--- src/pkg/fom_defines.svh ---
// Constants of the fieldbus object mapper
`ifndef FOM_DEFINES_SVH
`define FOM_DEFINES_SVH
`define FOM_INDEX_OFFSET     16'h2001
`define FOM_INDEX_TOP        16'h5FFF
`define FOM_REG_TOP          14'h3FFF
`define FOM_REG_RATED_V      14'h0079
`define FOM_REG_STATE        14'h01F9
`define FOM_REG_MEAS_V       14'h01FB
`define FOM_REG_MEAS_I       14'h01FC
`define FOM_REG_MEAS_P       14'h01FD
`define FOM_BIT_MASTER       6
`define FOM_BIT_OUTPUT_ON    7
`define FOM_BIT_CC           10
`define FOM_BIT_SINK         12
`define FOM_FULL_SCALE       16'hCCCC
`define FOM_SLOTS            8
`define FOM_FRAME_BYTES      5'h12
`endif

--- src/pkg/fom_pkg.sv ---
// Types of the fieldbus object mapper
package fom_pkg;
  typedef enum logic [1:0] {FOM_IDLE, FOM_SEND} fom_frame_e;
  typedef logic [13:0] fom_reg_t;
endpackage

--- src/fom_index_decode.sv ---
// Object index to register address translation
`timescale 1ns/1ps
`include "fom_defines.svh"
module fom_index_decode (
  // Index in
  input  wire logic [15:0]     obj_index,
  // Register out
  output fom_pkg::fom_reg_t    reg_addr,
  output logic                 reg_valid
);
  logic [15:0] diff;
  always_comb begin
    diff      = obj_index - `FOM_INDEX_OFFSET;
    // Window check: first index is register 0, top index register 16382
    reg_valid = (obj_index >= `FOM_INDEX_OFFSET) &&
                (obj_index <= `FOM_INDEX_TOP);
    reg_addr  = reg_valid ? diff[13:0] : 14'h0000;
  end
endmodule

--- src/fom_mapper.sv ---
// Fieldbus object mapper: acyclic reads and cyclic process image
`timescale 1ns/1ps
`include "fom_defines.svh"
module fom_mapper #(
  parameter int VAL_W = 16
) (
  // Clock and reset
  input  wire logic              clk,
  input  wire logic              rst_n,
  // Device state from the power stage
  input  wire logic [31:0]       rated_voltage_in,
  input  wire logic              master_role_in,
  input  wire logic              output_on_in,
  input  wire logic              constant_current_regulation_in,
  input  wire logic              sink_mode_in,
  input  wire logic [31:0]       state_other_in,
  input  wire logic [VAL_W-1:0]  measured_voltage_in,
  input  wire logic [VAL_W-1:0]  measured_current_in,
  input  wire logic [VAL_W-1:0]  measured_power_in,
  // Acyclic object read
  input  wire logic              rd_req,
  input  wire logic [15:0]       rd_index,
  output logic                   rd_ack,
  output logic                   rd_err,
  output logic [31:0]            rd_data,
  // Cyclic process image
  input  wire logic              cyc_start,
  output logic                   cyc_valid,
  output logic [7:0]             cyc_byte,
  output logic                   cyc_last
);
  fom_pkg::fom_reg_t  dec_addr;
  logic               dec_valid;

  fom_index_decode u_dec (
    .obj_index (rd_index),
    .reg_addr  (dec_addr),
    .reg_valid (dec_valid)
  );

  // Register file, sampled every cycle
  // Status group: nominal float and the assembled device status word
  logic [31:0]       rated_reg;
  logic [31:0]       rated_next;
  logic [31:0]       state_reg;
  logic [31:0]       state_next;
  // Value group: actual values, held as unsigned magnitudes
  logic [VAL_W-1:0]  volt_reg;
  logic [VAL_W-1:0]  volt_next;
  logic [VAL_W-1:0]  curr_reg;
  logic [VAL_W-1:0]  curr_next;
  logic [VAL_W-1:0]  pwr_reg;
  logic [VAL_W-1:0]  pwr_next;

  function automatic logic [VAL_W-1:0] fom_clip(input logic [VAL_W-1:0] v);
    // Values beyond full scale are not defined; hold them at 100 %
    fom_clip = (v > VAL_W'(`FOM_FULL_SCALE)) ? VAL_W'(`FOM_FULL_SCALE) : v;
  endfunction

  // Flags from the power stage replace the matching bits of the other status
  function automatic logic [31:0] fom_status(input logic [31:0] other,
                                             input logic        master,
                                             input logic        on,
                                             input logic        cc,
                                             input logic        sink);
    logic [31:0] w;
    w                     = other;
    w[`FOM_BIT_MASTER]    = master;
    w[`FOM_BIT_OUTPUT_ON] = on;
    w[`FOM_BIT_CC]        = cc;
    w[`FOM_BIT_SINK]      = sink;
    fom_status = w;
  endfunction

  always_comb begin
    rated_next = rated_voltage_in;
    state_next = fom_status(state_other_in, master_role_in, output_on_in,
                            constant_current_regulation_in, sink_mode_in);
  end

  always_ff @(posedge clk or negedge rst_n) begin
    if (!rst_n) begin
      rated_reg <= 32'h00000000;
      state_reg <= 32'h00000000;
    end else begin
      rated_reg <= rated_next;
      state_reg <= state_next;
    end
  end

  always_comb begin
    volt_next = fom_clip(measured_voltage_in);
    // Sign is never stored; the master reapplies it from the sink bit
    curr_next = fom_clip(measured_current_in);
    pwr_next  = fom_clip(measured_power_in);
  end

  always_ff @(posedge clk or negedge rst_n) begin
    if (!rst_n) begin
      volt_reg <= '0;
      curr_reg <= '0;
      pwr_reg  <= '0;
    end else begin
      volt_reg <= volt_next;
      curr_reg <= curr_next;
      pwr_reg  <= pwr_next;
    end
  end

  // Acyclic read answer, one cycle after the request
  logic        ack_reg;
  logic        ack_next;
  logic        err_reg;
  logic        err_next;
  logic [31:0] data_reg;
  logic [31:0] data_next;
  logic        range_err;
  logic        map_err;

  // Only five registers sit behind this block; every other one is refused
  function automatic logic fom_is_mapped(input fom_pkg::fom_reg_t a);
    case (a)
      `FOM_REG_RATED_V,
      `FOM_REG_STATE,
      `FOM_REG_MEAS_V,
      `FOM_REG_MEAS_I,
      `FOM_REG_MEAS_P: fom_is_mapped = 1'b1;
      default:         fom_is_mapped = 1'b0;
    endcase
  endfunction

  always_comb begin
    range_err = rd_req && !dec_valid;
    map_err   = rd_req && dec_valid && !fom_is_mapped(dec_addr);
    ack_next  = rd_req;
    err_next  = range_err || map_err;
  end

  always_comb begin
    data_next = 32'h00000000;
    // A refused read returns zero so a stale word never leaks out
    if (rd_req && dec_valid && fom_is_mapped(dec_addr)) begin
      case (dec_addr)
        `FOM_REG_RATED_V: data_next = rated_reg;
        `FOM_REG_STATE:   data_next = state_reg;
        `FOM_REG_MEAS_V:  data_next = 32'(volt_reg);
        `FOM_REG_MEAS_I:  data_next = 32'(curr_reg);
        `FOM_REG_MEAS_P:  data_next = 32'(pwr_reg);
        default:          data_next = 32'h00000000;
      endcase
    end
  end

  always_ff @(posedge clk or negedge rst_n) begin
    if (!rst_n) begin
      ack_reg <= 1'b0;
      err_reg <= 1'b0;
    end else begin
      ack_reg <= ack_next;
      err_reg <= err_next;
    end
  end

  always_ff @(posedge clk or negedge rst_n) begin
    if (!rst_n) begin
      data_reg <= 32'h00000000;
    end else begin
      data_reg <= data_next;
    end
  end

  assign rd_ack  = ack_reg;
  assign rd_err  = err_reg;
  assign rd_data = data_reg;

  // Cyclic frame: a snapshot is taken at start so slots stay coherent
  localparam logic [4:0] LAST_POS = `FOM_FRAME_BYTES - 5'h01;

  // Frame control group
  fom_pkg::fom_frame_e  fsm_reg;
  fom_pkg::fom_frame_e  fsm_next;
  logic [4:0]           pos_reg;
  logic [4:0]           pos_next;
  logic [31:0]          snap_state_reg;
  logic [31:0]          snap_state_next;
  logic [15:0]          snap_volt_reg;
  logic [15:0]          snap_volt_next;
  logic [15:0]          snap_curr_reg;
  logic [15:0]          snap_curr_next;
  logic [15:0]          snap_pwr_reg;
  logic [15:0]          snap_pwr_next;
  // Byte output group
  logic [7:0]           byte_reg;
  logic [7:0]           byte_next;
  logic                 valid_reg;
  logic                 valid_next;
  logic                 last_reg;
  logic                 last_next;

  // Bytes 0-9 hold slots 1-4, big end first; slots 5-8 read zero
  function automatic logic [7:0] fom_pick(input logic [79:0] s, input logic [4:0] p);
    logic [7:0] b;
    case (p)
      5'h00:   b = s[79:72];
      5'h01:   b = s[71:64];
      5'h02:   b = s[63:56];
      5'h03:   b = s[55:48];
      5'h04:   b = s[47:40];
      5'h05:   b = s[39:32];
      5'h06:   b = s[31:24];
      5'h07:   b = s[23:16];
      5'h08:   b = s[15:8];
      5'h09:   b = s[7:0];
      default: b = 8'h00;
    endcase
    fom_pick = b;
  endfunction

  always_comb begin
    fsm_next        = fsm_reg;
    pos_next        = pos_reg;
    snap_state_next = snap_state_reg;
    snap_volt_next  = snap_volt_reg;
    snap_curr_next  = snap_curr_reg;
    snap_pwr_next   = snap_pwr_reg;
    case (fsm_reg)
      fom_pkg::FOM_IDLE: begin
        // A start is only looked at here, so a frame never restarts midway
        if (cyc_start) begin
          snap_state_next = state_reg;
          snap_volt_next  = volt_reg[15:0];
          snap_curr_next  = curr_reg[15:0];
          snap_pwr_next   = pwr_reg[15:0];
          pos_next        = 5'h00;
          fsm_next        = fom_pkg::FOM_SEND;
        end
      end
      fom_pkg::FOM_SEND: begin
        pos_next = pos_reg + 5'h01;
        if (pos_reg == LAST_POS) begin
          fsm_next = fom_pkg::FOM_IDLE;
        end
      end
      default: fsm_next = fom_pkg::FOM_IDLE;
    endcase
  end

  always_ff @(posedge clk or negedge rst_n) begin
    if (!rst_n) begin
      fsm_reg        <= fom_pkg::FOM_IDLE;
      pos_reg        <= 5'h00;
      snap_state_reg <= 32'h00000000;
      snap_volt_reg  <= 16'h0000;
      snap_curr_reg  <= 16'h0000;
      snap_pwr_reg   <= 16'h0000;
    end else begin
      fsm_reg        <= fsm_next;
      pos_reg        <= pos_next;
      snap_state_reg <= snap_state_next;
      snap_volt_reg  <= snap_volt_next;
      snap_curr_reg  <= snap_curr_next;
      snap_pwr_reg   <= snap_pwr_next;
    end
  end

  // Registered bytes cost one cycle of latency but keep the outputs glitch free
  always_comb begin
    byte_next  = 8'h00;
    valid_next = 1'b0;
    last_next  = 1'b0;
    if (fsm_reg == fom_pkg::FOM_SEND) begin
      byte_next  = fom_pick({snap_state_reg, snap_volt_reg, snap_curr_reg, snap_pwr_reg},
                            pos_reg);
      valid_next = 1'b1;
      last_next  = (pos_reg == LAST_POS);
    end
  end

  always_ff @(posedge clk or negedge rst_n) begin
    if (!rst_n) begin
      byte_reg  <= 8'h00;
      valid_reg <= 1'b0;
      last_reg  <= 1'b0;
    end else begin
      byte_reg  <= byte_next;
      valid_reg <= valid_next;
      last_reg  <= last_next;
    end
  end

  assign cyc_valid = valid_reg;
  assign cyc_byte  = byte_reg;
  assign cyc_last  = last_reg;
endmodule

--- config.mk ---
export PLATFORM = sky130hd
export DESIGN_NAME = fom_mapper
export DESIGN_NICKNAME = d
export VERILOG_FILES = /design/src/pkg/fom_pkg.sv /design/src/fom_index_decode.sv /design/src/fom_mapper.sv
export VERILOG_INCLUDE_DIRS = /design/src /design/src/pkg
export SDC_FILE = /design/constraint.sdc
export NUM_CORES = 1
export LEC_CHECK = 0
export ABC_AREA = 1
export BUFFER_PORTS_ARGS = -buffer_cell sky130_fd_sc_hd__buf_4
export CAP_MARGIN = 10
export CORE_UTILIZATION = 50
export DETAILED_ROUTE_END_ITERATION = 8
export GPL_TIMING_DRIVEN = 0
export PLACE_DENSITY = 0.79
export SYNTH_ARGS = -nofsm -noshare
export SYNTH_HDL_FRONTEND = slang
export SYNTH_SLANG_ARGS = --single-unit
--- constraint.sdc ---
create_clock -name clk -period 1.9 [get_ports clk]
set_clock_uncertainty 0.05 [all_clocks]
set_input_delay 0.095 -clock clk [delete_from_list [all_inputs] [get_ports clk]]
set_output_delay 0.095 -clock clk [all_outputs]
set_load 0.02 [all_outputs]
==> results by group <==
Run status
  • Run status: finished, violations left
  • Failing checks: setup timing

Die
  • Die area: 20,780 um^2
  • Row cnt: 51
  • Core Footprint: 19,650 um^2
  • Die height: 144.1 um
  • I/O Pins: 180
  • Initial Util: 51.40%
  • Die width: 144.1 um

GRT
  • Congestion Overflow GR: 0
  • GRT Total Usage: 29.98%
  • Vias in the first global route: 8,645
  • Largest net degree at the start of global routing: 98
  • Global-route wire length before repair: 46,240 um
  • Initial antenna violation count: 0

Clocking
  • Reg clk slew, reported paths: 0.07 ns
  • CTS root buf: clkbuf_16
  • CTS tree: done
  • Cts bufs inserted: 24
  • Worst-case clock buffer depth: 3
  • CTS H-tree depth: 1
  • Clk_lat worst skew: 0.52 ns
  • CTS sink count: 242

Synth
  • Syn Nets: 1,119
  • Gate count after technology mapping: 977
  • Seq/Total Area, Yosys: 59.95%
  • Number of register bits inferred by synthesis: 242
  • Synth Area in XOR/XNOR: 0.5202%
  • Main combinational cell family by area after synthesis: simple AND/OR/NAND/NOR gates
  • Synthesized area: 10,100 um^2
  • Synth Warn #: 0
  • Mean Syn Cell Area: 10.34 um^2
  • Dominant cell type by area after synthesis: dfrtp_1
  • Mux cell area share after synthesis: 7.691%
  • Post-synth top area share: 59.95%
  • Compound-Gate Fraction of Synth Area: 3.728%
  • Post-Synth Simple-Gate Area: 22.03%
  • Yosys cell types: 41
  • Top cells by area, synth: dfrtp_1, mux2_2, nand2_1
  • Adder-Cell Fraction of Synth Area: 0.7431%

Critical path
  • CP Class: flop to flop
  • Type of origin of the critical path: flop
  • Worst setup EP type: flop
  • Crit path max fanout: 8
  • WP data required: 2.24 ns
  • RR Startpoint: pos_reg[1]
  • Worst Path Arrival: 2.34 ns
  • FF-to-FF setup slack: -0.09 ns
  • FF-to-FF End: cyc_byte[3]
  • Reg2reg path depth: 8

STA
  • # setup viols final: 7
  • Final setup margin: -0.09373 ns
  • RSZ-0062 raised after global routing: yes
  • Fin. max-slew vios: 0
  • Max Freq: 0.5016 GHz
  • Hold Vio Cnt, Final: 0
  • Slew at the pin with the worst max-slew slack: 0.6218 ns
  • Final min period: 1.994 ns
  • Crit share post-route: 104.9%
  • Slew headroom: 58.17%

Cells and area
  • Area growth, synth to finish: 43.10%
  • Antenna diodes: 0
  • Layout cells sized above 1: 36.02%
  • Most frequent cells in the layout: dfrtp_1, buf_4, nand2_1
  • Final core occ: 73.55%
  • # fillers: 1,233
  • Most common cell after layout, fill and taps aside: dfrtp_1
  • Non-filler instance count after layout: 1,606
  • # nets final: 1,465

Job
  • Max cap viols: 0

Pwr
  • Leakage Power: 6.862 nW
  • Max VDD drop: 0.8396 mV
  • Power Density: 1102 nW/um^2

Placed design
  • Detailed placer's ending HPWL: 19,250 um
  • Placed Cells: 1,419
  • GP Congestion: 0.9273
  • I/O Buffers: 175

Worst hold path
  • Hold WC Path Type: input port to asynchronous set/reset pin

Detailed routing
  • Total wire length: 32,200 um
  • Final routed DRC violation total: 0
  • Vias: 8,843
  • Initial DRC count: 784
  • Antenna-violating nets left: 0
  • Wire length per cell: 20.05 um
  • Pre-antenna DRT Iters: 6
  • Vias per cell: 5.506
-- metrics by stage --
step	worst slack, ns	TNS (ns)	hold slack [ns]	total power (W)	area, um^2
global route	-0.1187	-1.173	0.1303	0.01642	14460
CTS	-0.03452	-0.03463	0.1043	0.01497	14010
detailed placement	-0.7075	-58.14	0.03904	0.009661	11810
floorplan	0.01283	0	-0.2506	0.008489	10100
finish	-0.09373	-0.3641	0.07923	0.01593	14460
global placement	-1.086	-313.20	0.1540	0.009524	11750
-- power by group --
| part | switching [W] | total [W] | internal [W] | leakage (nW) |
|---|---|---|---|---|
| registers | 0.000833 | 0.00708 | 0.00625 | 2.94 |
| clock network | 0.00201 | 0.00489 | 0.00289 | 0.411 |
| logic | 0.00203 | 0.00395 | 0.00192 | 3.51 |
-- worst max-delay path, stage by stage, from the launching register on --
cell,delay [ns]
dfrtp_1,0.45
buf_4,0.18
ha_4,0.17
nand2_2,0.09
nor2_4,0.07
buf_4,0.14
a32o_2,0.25
nor4_4,0.33
nor2_1,0.12
-- timing repair --
action                     4_1_cts  5_1_grt
pin swaps                        3       31
gates resized for setup         46       78
hold endpoints to repair       264        0
setup endpoints to repair      123      108
gates cloned                     0        1
hold buffers                   118        0
setup buffers                    4       22
-- worst max path at each step --
stage / from / end / slack (ns) / cells after the start
CTS: pos_reg[0] / cyc_byte[4] / -0.03 / 9
detailed placement: fsm_reg[0] / snap_curr_reg[2] / -0.71 / 6
floorplan: rd_index[0] / rd_data[10] / 0.01 / 15
global route: pos_reg[1] / cyc_byte[2] / -0.12 / 10
finish: pos_reg[1] / cyc_byte[3] / -0.09 / 8
global placement: rst_n / volt_reg[11] / -1.09 / 1
-- per-layer routing --
layer / vias up / routed length (um) / track usage (%)
li1: 3894 / - / -
met1: 4318 / 11920 / 37.49
met2: 478 / 16030 / 52.35
met3: 153 / 2481 / 3.974
met4: 0 / 1761 / 12.63
met5: - / 0 / 0
-- Yosys cell counts --
| cell | n |
|---|---|
| a2111oi_0 | 1 |
| a21oi_1 | 12 |
| a21oi_2 | 3 |
| a221oi_1 | 5 |
| a22o_1 | 3 |
| a31oi_1 | 5 |
| a32o_1 | 1 |
| a41oi_1 | 3 |
| and2_1 | 1 |
| buf_1 | 2 |
| buf_2 | 11 |
| buf_4 | 7 |
| buf_6 | 4 |
| clkbuf_1 | 17 |
| clkinv_1 | 2 |
| dfrtp_1 | 242 |
| ha_1 | 6 |
| inv_1 | 77 |
| inv_2 | 5 |
| mux2_2 | 69 |
| nand2_1 | 180 |
| nand2_2 | 3 |
| nand2_4 | 1 |
| nand3_1 | 81 |
| nand3_2 | 3 |
| nand3b_4 | 1 |
| nand4_1 | 38 |
| nor2_1 | 99 |
| nor2_2 | 37 |
| nor2_4 | 6 |
| nor3_1 | 5 |
| nor4_1 | 2 |
| o2111a_1 | 3 |
| o2111ai_1 | 2 |
| o211ai_1 | 4 |
| o21ai_0 | 9 |
| o21ai_1 | 2 |
| o21bai_1 | 1 |
| or2_2 | 18 |
| xnor2_1 | 2 |
| xor2_1 | 4 |
-- final cells by class --
| class | count | area [um^2] | area share, % |
|---|---|---|---|
| sequential | 242 | 6062 | 41.93 |
| multi-input combinational | 610 | 3891 | 26.92 |
| timing repair buffer | 320 | 2760 | 19.09 |
| clock buffer | 38 | 764.5 | 5.288 |
| tap | 265 | 331.6 | 2.294 |
| inverter | 84 | 325.3 | 2.250 |
| buffer | 41 | 266.5 | 1.844 |
| clock inverter | 6 | 55.05 | 0.3808 |
-- cells by family after synthesis --
group / count (synthesis)
flip-flops: 242
AND/OR/NAND/NOR: 475
buffers and inverters: 125
XOR/XNOR: 6
multiplexers: 69
AO/OA/AOI/OAI: 54
adder cells (fa/ha/maj): 6
No activity file was read; power rests on OpenSTA's default activity.
